--- src/pkg/pds_consts.vh ---
// Constants for the program dispatcher and channel scanner block.
// Assumes a 20 MHz clock; included by its bare name.
`ifndef PDS_CONSTS_VH
`define PDS_CONSTS_VH

// Clock rate in kHz
`define PDS_CLK_KHZ 20000
// Program codes with special handling
`define PDS_CODE_POLY 8'h06
`define PDS_CODE_COMBO 8'h1E
`define PDS_CODE_RANGE 8'h10
`define PDS_CODE_RMS 8'h14
`define PDS_CODE_AUTOSCAN 8'h36
// Exclusive group bounds
`define PDS_GRP2_LO 8'h0B
`define PDS_GRP2_HI 8'h0D
`define PDS_GRP3_LO 8'h0E
`define PDS_GRP3_HI 8'h10
`define PDS_GRP4_LO 8'h11
`define PDS_GRP4_HI 8'h14
// Highest valid math code and most stages in a chain
`define PDS_CODE_MATH_HI 8'h14
`define PDS_MAX_STAGES 3'h4
// Error code for a bad combination
`define PDS_ERR_COMBO 4'h2
// Calculation budgets in microseconds
`define PDS_RMS_US 300000
`define PDS_RANGE_US 7000
`define PDS_OTHER_US 1000
// Break-before-make gap in microseconds (within 1 to 3 ms)
`define PDS_GAP_US 2000
// Channel count
`define PDS_NUM_CH 20
`define PDS_CH_NONE 5'h1F

`endif

--- src/verilog/pds_top.v ---
// Program combination checker/sequencer and scanner relay control.
// Assumes inputs from logic on clk, except meas_mode_pin (a panel level).
// Timing counts are parameters so that a bench can shorten them.
`timescale 1ns/1ps
`include "pds_consts.vh"

module pds_top #(
  parameter RMS_CYC = (`PDS_RMS_US * (`PDS_CLK_KHZ / 1000)),
  parameter RANGE_CYC = (`PDS_RANGE_US * (`PDS_CLK_KHZ / 1000)),
  parameter OTHER_CYC = (`PDS_OTHER_US * (`PDS_CLK_KHZ / 1000)),
  parameter GAP_CYC = (`PDS_GAP_US * (`PDS_CLK_KHZ / 1000)),
  parameter DWELL_CYC = 20000
) (
  // Clock, reset, enable
  input wire clk,
  input wire srst,
  input wire ce,
  // Combination entry: four codes, count of codes
  input wire combo_load,
  input wire [31:0] combo_codes,
  input wire [2:0] combo_count,
  // Program selection and mode
  input wire [7:0] prog_sel,
  input wire compute_start,
  input wire meas_mode_pin,
  // Stage handshake to arithmetic engine
  input wire stage_done,
  output reg [7:0] stage_code,
  output reg [1:0] stage_idx,
  output reg stage_run,
  output reg [31:0] stage_budget,
  output reg chain_done,
  // Error report
  output reg err_valid,
  output reg [3:0] err_code,
  // Scanner control
  input wire ch_select,
  input wire [4:0] ch_num,
  input wire ch_off,
  input wire [19:0] scan_mask,
  output reg [19:0] relay_close,
  output reg socket_connect,
  output reg scan_active
);

  // Two-flop synchroniser for the panel mode level
  reg meas_s1_reg;
  reg meas_s2_reg;
  always @(posedge clk) begin
    if (srst) begin
      meas_s1_reg <= 1'b0;
      meas_s2_reg <= 1'b0;
    end else if (ce) begin
      meas_s1_reg <= meas_mode_pin;
      meas_s2_reg <= meas_s1_reg;
    end
  end

  // Group number of a code: 0 bad, 1..4 groups, 5 polynomial
  // Polynomial gets its own number so that any chain holding it fails
  // Group 1 covers the linear and non-linear codes, without a limit
  function [2:0] grp_of;
    input [7:0] c;
    begin
      if (c == `PDS_CODE_POLY)
        grp_of = 3'd5;
      else if (c >= `PDS_GRP2_LO && c <= `PDS_GRP2_HI)
        grp_of = 3'd2;
      else if (c >= `PDS_GRP3_LO && c <= `PDS_GRP3_HI)
        grp_of = 3'd3;
      else if (c >= `PDS_GRP4_LO && c <= `PDS_GRP4_HI)
        grp_of = 3'd4;
      else if (c >= 8'h01 && c <= 8'h0A)
        grp_of = 3'd1;
      else
        grp_of = 3'd0;
    end
  endfunction

  // Calculation budget per code
  // Budget is a minimum wait per stage, counted in clock cycles
  function [31:0] budget_of;
    input [7:0] c;
    begin
      if (c == `PDS_CODE_RMS)
        budget_of = RMS_CYC;
      else if (c == `PDS_CODE_RANGE)
        budget_of = RANGE_CYC;
      else
        budget_of = OTHER_CYC;
    end
  endfunction

  // Combination validity check, combinational
  reg combo_ok;
  reg [3:0] grp_hits;
  reg [2:0] g;
  integer i;
  always @* begin
    combo_ok = 1'b1;
    grp_hits = 4'h0;
    g = 3'd0;
    // No code, or more than four, is never a chain
    if (combo_count == 3'd0 || combo_count > `PDS_MAX_STAGES)
      combo_ok = 1'b0;
    // Slots at or above the count are not judged
    for (i = 0; i < 4; i = i + 1) begin
      if (i < combo_count) begin
        g = grp_of(combo_codes[8*i +: 8]);
        if (g == 3'd0)
          combo_ok = 1'b0;
        else if (g == 3'd5)
          combo_ok = 1'b0;
        // Groups two to four may each appear once
        else if (g >= 3'd2) begin
          if (grp_hits[g[1:0]])
            combo_ok = 1'b0;
          grp_hits[g[1:0]] = 1'b1;
        end
      end
    end
  end

  // Sequencer states
  localparam S_IDLE = 3'b001;
  localparam S_RUN = 3'b010;
  localparam S_WAIT = 3'b100;
  // Latched chain, its length and the running budget
  reg [2:0] state_reg;
  reg [31:0] codes_reg;
  reg [2:0] count_reg;
  reg combo_valid_reg;
  reg [31:0] budget_cnt_reg;

  // Combination load, error report and stage sequencing
  always @(posedge clk) begin
    if (srst) begin
      state_reg <= S_IDLE;
      codes_reg <= 32'h0000_0000;
      count_reg <= 3'h0;
      combo_valid_reg <= 1'b0;
      err_valid <= 1'b0;
      err_code <= 4'h0;
      stage_code <= 8'h00;
      stage_idx <= 2'h0;
      stage_run <= 1'b0;
      stage_budget <= 32'h0000_0000;
      chain_done <= 1'b0;
      budget_cnt_reg <= 32'h0000_0000;
    end else if (ce) begin
      // Report and stage strobes last one cycle
      err_valid <= 1'b0;
      chain_done <= 1'b0;
      stage_run <= 1'b0;
      // Loads are taken only while no chain runs
      if (combo_load && state_reg == S_IDLE) begin
        if (combo_ok) begin
          codes_reg <= combo_codes;
          count_reg <= combo_count;
          combo_valid_reg <= 1'b1;
        end else begin
          combo_valid_reg <= 1'b0;
          err_valid <= 1'b1;
          err_code <= `PDS_ERR_COMBO;
        end
      end
      case (state_reg)
        // Wait for compute on program 30
        S_IDLE: begin
          if (compute_start && prog_sel == `PDS_CODE_COMBO) begin
            if (combo_valid_reg) begin
              stage_idx <= 2'h0;
              state_reg <= S_RUN;
            end else begin
              // An unchecked or refused chain repeats the error
              err_valid <= 1'b1;
              err_code <= `PDS_ERR_COMBO;
            end
          end
        end
        // Issue current stage in listed order
        S_RUN: begin
          stage_code <= codes_reg[8*stage_idx +: 8];
          stage_budget <= budget_of(codes_reg[8*stage_idx +: 8]);
          budget_cnt_reg <= budget_of(codes_reg[8*stage_idx +: 8]);
          stage_run <= 1'b1;
          state_reg <= S_WAIT;
        end
        // Wait for result and budget to expire, then chain on
        S_WAIT: begin
          // Budget counts down while the engine works
          if (budget_cnt_reg != 32'h0000_0000)
            budget_cnt_reg <= budget_cnt_reg - 32'h0000_0001;
          if (stage_done && budget_cnt_reg <= 32'h0000_0001) begin
            // The last listed stage ends the chain
            if ({1'b0, stage_idx} + 3'h1 >= count_reg) begin
              chain_done <= 1'b1;
              state_reg <= S_IDLE;
            end else begin
              stage_idx <= stage_idx + 2'h1;
              state_reg <= S_RUN;
            end
          end
        end
        default: state_reg <= S_IDLE;
      endcase
    end
  end

  // Scanner: target channel, gap timer, auto scan
  reg [4:0] target_reg;
  reg [4:0] cur_reg;
  reg [31:0] gap_cnt_reg;
  reg [31:0] dwell_cnt_reg;
  reg [4:0] nxt;
  integer k;
  integer idx; // Wrapped channel index

  // Next participating channel after current one
  // Walks down so that the nearest channel after the current one wins
  always @* begin
    nxt = cur_reg;
    idx = 0;
    for (k = 19; k >= 1; k = k - 1) begin
      idx = (cur_reg + k) % 20;
      if (scan_mask[idx])
        nxt = idx[4:0];
    end
  end

  // Relay sequencing with break before make
  // Only one relay closes at a time, so channels never short together
  always @(posedge clk) begin
    if (srst) begin
      relay_close <= 20'h0_0000;
      socket_connect <= 1'b1;
      scan_active <= 1'b0;
      target_reg <= `PDS_CH_NONE;
      cur_reg <= 5'h00;
      gap_cnt_reg <= 32'h0000_0000;
      dwell_cnt_reg <= 32'h0000_0000;
    end else if (ce) begin
      // Off, or measure mode during a scan, opens every relay and connects the socket
      if (ch_off || (scan_active && meas_s2_reg)) begin
        relay_close <= 20'h0_0000;
        socket_connect <= 1'b1;
        target_reg <= `PDS_CH_NONE;
        scan_active <= 1'b0;
        gap_cnt_reg <= 32'h0000_0000;
      end else if (compute_start && prog_sel == `PDS_CODE_AUTOSCAN &&
                   !scan_active && scan_mask != 20'h0_0000) begin
        // Program 54 with compute starts the cyclic scan
        scan_active <= 1'b1;
        relay_close <= 20'h0_0000;
        socket_connect <= 1'b0;
        cur_reg <= nxt;
        target_reg <= nxt;
        gap_cnt_reg <= GAP_CYC;
        dwell_cnt_reg <= DWELL_CYC;
      end else if (ch_select && !scan_active &&
                   ch_num < `PDS_NUM_CH && ch_num != target_reg) begin
        // Direct selection opens the old channel first
        relay_close <= 20'h0_0000;
        socket_connect <= 1'b0;
        target_reg <= ch_num;
        gap_cnt_reg <= GAP_CYC;
      end else if (gap_cnt_reg != 32'h0000_0000) begin
        // The new relay closes as the gap runs out
        gap_cnt_reg <= gap_cnt_reg - 32'h0000_0001;
        if (gap_cnt_reg == 32'h0000_0001)
          relay_close <= 20'h0_0001 << target_reg;
      end else if (scan_active) begin
        // Dwell on a channel, then step to the next
        if (dwell_cnt_reg > 32'h0000_0001)
          dwell_cnt_reg <= dwell_cnt_reg - 32'h0000_0001;
        else if (nxt != cur_reg) begin
          relay_close <= 20'h0_0000;
          cur_reg <= nxt;
          target_reg <= nxt;
          gap_cnt_reg <= GAP_CYC;
          dwell_cnt_reg <= DWELL_CYC;
        end
      end
    end
  end

endmodule // pds_top

--- config.mk ---
export PLATFORM = sky130hd
export DESIGN_NAME = pds_top
export DESIGN_NICKNAME = d
export VERILOG_FILES = /design/src/verilog/pds_top.v
export VERILOG_INCLUDE_DIRS = /design/src /design/src/pkg
export SDC_FILE = /design/constraint.sdc
export NUM_CORES = 1
export LEC_CHECK = 0
export CAP_MARGIN = 25
export CORE_AREA = 2 2 254 256
export DETAILED_ROUTE_END_ITERATION = 6
export DIE_AREA = 0 0 256 258
export DONT_BUFFER_PORTS = 1
export PLACE_DENSITY_LB_ADDON = 0.15
export RECOVER_POWER = 25
export SETUP_SLACK_MARGIN = 0.5
export SLEW_MARGIN = 20
export SYNTH_ARGS = -nofsm -noshare
export SYNTH_HDL_FRONTEND = slang
export SYNTH_SLANG_ARGS = --single-unit
--- constraint.sdc ---
create_clock -name clk -period 8.96 [get_ports clk]
set_input_delay 0.896 -clock clk [delete_from_list [all_inputs] [get_ports clk]]
set_output_delay 0.896 -clock clk [all_outputs]
set_load 0.1 [all_outputs]
### Word-level counts from Yosys, hierarchy flattened

Index checks and enable logic that the tools add are counted.

* add/subtract/negate cells: 24
* divide/modulo/power cells: 19
* magnitude comparators: 71
* eq/ne operators: 30
* shifts and indexed selects: 2
* muxes and demuxes: 211
* bitwise operators: 3
* reductions and logical operators: 64

Operators by type and width (count)
* less-than comparator 32 x 7 -> 1 bit (second input constant): 19
* modulo 32 x 5 -> 32 bit (second input constant): 19
* 2-to-1 mux 32 bit: 14
* 2-to-1 mux 20 bit: 8
* 2-to-1 mux 5 bit: 28
* subtractor 32 x 1 -> 32 bit (second input constant): 3
* binary-select mux 1 bit (select 5 bit): 19
* 2-to-1 mux 1 bit: 85
* 2-to-1 mux 3 bit: 23
* 2-to-1 mux 4 bit: 17
* greater-or-equal comparator 8 x 4 -> 1 bit (second input constant): 8
* <= comparator 8 x 4 -> 1 bit (second input constant): 8
* <= comparator 8 x 5 -> 1 bit (second input constant): 8
* case mux 32 bit (2 select lines): 1
* nonzero test 32 bit: 2
* adder 5 x 4 -> 6 bit (second input constant): 8
* == test 32 x 1 -> 1 bit (second input constant): 1
* == test 8 x 3 -> 1 bit (second input constant): 4
* greater-or-equal comparator 8 x 1 -> 1 bit (second input constant): 4
* greater-or-equal comparator 8 x 5 -> 1 bit (second input constant): 4
* greater-than comparator 32 x 1 -> 1 bit (second input constant): 1
* <= comparator 32 x 1 -> 1 bit (second input constant): 1
* variable part select 32 x 6 -> 8 bit: 1
* logical AND 1 bit: 29
* other kinds (49): 109

* flip-flop bits (word level): 218
* input port bits: 77
* output and inout bits: 71

### Depth between registers and ports, before layout

* word-level depth: 38
* depth in mapped cells: 30
* mapped depth without buffers: 24

### Least setup slack after synthesis

OpenSTA, ideal clock, no wires.

* path kind: register to register
* from: reg cur_reg[1]
* to: reg gap_cnt_reg[12]
* arrival: 6.713 ns
* required time: 8.841 ns
* setup slack: 2.128 ns
* stages on the path, launching flop included: 27
* clock period less this slack: 6.832 ns
* cells stage by stage: dfxtp_1 > buf_2 > buf_1 > inv_1 > ha_1 > a21oi_2 > xnor2_1 > clkbuf_1 > nand2_1 > ha_1 > nand2b_1 > or4_1 > a221o_1 > a31o_2 > and3_1 > a221oi_4 > o2111ai_1 > or4_1 > o2bb2ai_1 > mux2_2 > or4_4 > buf_6 > a22oi_4 > buf_6 > buf_6 > a21oi_1 > o221a_1

* word-level cells in the longest chain between the ends: 27
* elaborated cells between the ends (all ways): 117

RTL lines
* start: declaration: line pds_top.v:212 `reg [4:0] cur_reg;`
* start signal: assignment: line pds_top.v:256 `cur_reg <= nxt;`
* start signal: assignment: line pds_top.v:278 `cur_reg <= nxt;`
* adder 5 x 5 -> 6 bit: line pds_top.v:225 `idx = (cur_reg + k) % 20;`
* modulo 32 x 5 -> 32 bit: line pds_top.v:225
* binary-select mux 1 bit (select 5 bit): line pds_top.v:226 `if (scan_mask[idx])`
* 2-to-1 mux 1 bit (implied by the code) (2 in series): line pds_top.v:226
* 2-to-1 mux 5 bit (19 in series): line pds_top.v:226
* != test 5 bit *: line pds_top.v:276 `else if (nxt != cur_reg) begin`
* nonzero test 5 bit (no line) *
* AND reduction 4 bit (no line) *
* end signal: assignment: line pds_top.v:269 `gap_cnt_reg <= gap_cnt_reg - 32'h0000_0001;`
* end: declaration: line pds_top.v:213 `reg [31:0] gap_cnt_reg;`

Every way passes the cells marked *; elsewhere a longest branch is shown, timed or not. The select of a mux whose other input is x is not followed.
A chain may end at the register's enable or synchronous reset.

### Final worst setup path

* from: reg cur_reg[1]
* to: reg relay_close[15]

* word-level cells in the longest chain between the ends: 27
* elaborated cells between the ends (all ways): 117

RTL lines
* adder 5 x 5 -> 6 bit: line pds_top.v:225
* modulo 32 x 5 -> 32 bit: line pds_top.v:225
* binary-select mux 1 bit (select 5 bit): line pds_top.v:226
* 2-to-1 mux 1 bit (implied by the code) (2 in series): line pds_top.v:226
* 2-to-1 mux 5 bit (19 in series): line pds_top.v:226
* != test 5 bit *: line pds_top.v:276
* nonzero test 5 bit (no line) *
* AND reduction 5 bit (no line) *
* end signal: assignment: line pds_top.v:271 `relay_close <= 20'h0_0001 << target_reg;`
* end: declaration: line pds_top.v:41 `output reg [19:0] relay_close,`

Marked as above.

==> results.ini <==
[detailed_routing]
drtPass1Iterations=6
vias=18800
ant_nets=0
drcViolationCount=0
first_iter_violations=1667
vias_per_cell=5.81
wl_per_cell_um=21.4
wirelength_mm=69.2

[synthesis]
synth.cell_area_mm2=0.0188
ys_ff_latch=192
ys_seq_area_share_pct=20.5
yosys_warnings=0
yosysUniqueCellTypes=119
synth_flop_cell=dfxtp_1
synth_area_per_cell_um2=7.64
synth-edff-count=0
syn-instance-count=2458
async_reset_ff_share_pct=0

[clock_network]
cts_buffer_depth=2
hold_buffers=0
cts_sinks=192
h-tree-depth=4
clk_pin_slew_ps=80
tritoncts=built
postCtsSetupBuffers=0
cts_buffers=17
cts_root_buf=clkbuf_16
cts_resized=0
clock_latency_ps=480

[finish]
final_util_pct=31.4
nets=2514
drive_gt1_share_pct=9.31
antenna_cells=0
syn_to_final_growth_pct=6.40
layout_common_cells=nand2_1, nor2_1, dfxtp_1
nFillCells=6818
final_common_cell=nand2_1

[floorplanning]
initial_core_util_pct=29.5
die_x_um=256
io-pin-count=148
die_h_um=258
rows=93
die-area_mm2=0.0660
fp.coreArea_mm2=0.0636

[timing]
finalCritPeriodShare_pct=88.7
tightest_slew_ps=5710
fin_crit_ps=7950
slew_viol_final=30
setup_viol=0
skew_ps=15.8
fmax_ghz=0.126
rsz0062_at_grt=no
finalHoldViolations=0
relSlewSlack_pct=-279
setup_tns_ps=0

[pwr]
total_leakage_power_nw=7.64
combPwrFrac_pct=21.1
seq_power_share_pct=41.3
p_sw_uw=729
power.density_mw_per_mm2=111
internal_power_mw=1.49
max-vdd-ir-drop_v=0.000185
p_sw_share_pct=32.9
clockPowerShare_pct=37.5

[place]
finalWeightedCongestion=0.946
dp_hpwl_mm=52.0
io_buffers=0

[grt]
grt_pass1_vias=17500
grt_max_degree=104
grt_overflow=0
grt.total_usage_pct=20.4
grt_first_pass_wirelength_mm=107
antenna_found_initial=1

[run_status]
violations=max-capacitance violations, max-slew violations
status=finished, violations left

[worst_hold_path]
hold_class=register to register

[worst_setup_path]
required_ps=9360
critPathKind=register to register
path_max_fanout=20
end_kind=register
start_kind=register
worstPathArrival_ps=8340

[job]
max_cap_viol_count=7

## logic make-up after synthesis
logic type	after synthesis	synth area share, %
flip-flops	192	20.5
XOR/XNOR	79	3.88
other	1	0.0200
adder cells (fa/ha/maj)	80	5.29
AND/OR/NAND/NOR	974	26.2
AO/OA/AOI/OAI	719	27.2
multiplexers	158	10.5
buffers and inverters	255	6.46
## power groups by stage
stage / logic [mW] / registers, mW / clock network, mW
after CTS: 0.467 / 0.914 / 0.864
after global placement: 0.462 / 0.934 / 0
final: 0.468 / 0.915 / 0.831
after detailed placement: 0.465 / 0.934 / 0
after global routing: 0.518 / 0.920 / 0.893
after floorplan: 0.389 / 0.925 / 0
## routing by layer
metal  GRT usage, %  wire (um)
met1           27.5      31500
met2           32.9      31600
met3           3.90       4460
met4           6.06       1680
met5              0          0
## through the flow
stage	instances	hold slack, ps	setup WS (ps)	area [um2]	power (mW)
5_1_grt	3230	456	577	20000	2.33
3_3_place_gp	3198	449	1230	19400	1.40
3_5_place_dp	3198	459	1150	19400	1.40
4_1_cts	3229	445	1090	20000	2.24
2_1_floorplan	2474	440	2130	18800	1.31
6_report	3230	470	1010	20000	2.21
## final cells by class
class	instances	area (um2)	area share, %
well taps	855	1070	5.35
multi-input cells	2027	13800	69.0
inverters	80	300	1.50
flip-flops and latches	192	3850	19.3
clock inverters	12	173	0.864
repair buffers	45	355	1.78
clock buffers	19	443	2.22
## worst paths after layout
kind         cells past startpoint  slack, ps          startpoint                  to
max                             21       1010          cur_reg[1]     relay_close[15]
min                              2        470  budget_cnt_reg[22]  budget_cnt_reg[22]
max reg2reg                     21       1010          cur_reg[1]     relay_close[15]
min reg2reg                      2        470  budget_cnt_reg[22]  budget_cnt_reg[22]
## critical path, stage by stage (launching register included)
cell and delay (ps):
dfxtp_2 700, ha_1 700, buf_4 350, xor2_2 410
nand2_1 100, ha_1 280, nand2b_1 180, or2_2 290
o21ai_0 380, nand2_1 100, o311a_1 360, o21ai_1 690
mux2_2 310, nand2_1 60, or4_1 500, o2bb2ai_1 240
mux2_2 430, or4_4 660, a22o_1 400, nand2_1 120
buf_4 320, mux2i_1 240
## cells in the mapped netlist, types with 11 or more instances
cell type	count	area, um2
inv_1	72	270
or2_2	12	75.1
o21ai_1	21	105
xor2_1	12	105
nand4_1	24	150
or3_1	44	275
o22ai_1	16	100
o21a_1	18	135
o21ai_0	109	546
nand2_1	259	972
buf_1	14	52.6
nand3b_1	12	90.1
buf_6	11	124
or4_1	18	135
buf_2	34	170
a21oi_2	18	158
ha_1	73	913
nand3_1	69	345
and2_1	16	100
nand2b_1	47	294
mux2i_1	108	1080
a2111oi_0	13	114
a31oi_1	32	200
dfxtp_1	192	3840
a21oi_1	167	836
nor2b_1	27	169
a22oi_1	13	97.6
clkbuf_1	81	304
a211o_1	19	166
nor4_1	37	231
o31ai_1	22	165
nor3b_1	18	135
nor3_1	78	390
nor2_1	227	852
a21o_1	24	180
mux2_2	20	225
buf_4	35	263
xnor2_1	62	543
a21boi_0	13	97.6
mux4_2	28	631
o211ai_1	28	210
and3_1	35	219
a211oi_1	32	240
No activity file was read; power rests on OpenSTA's default activity.
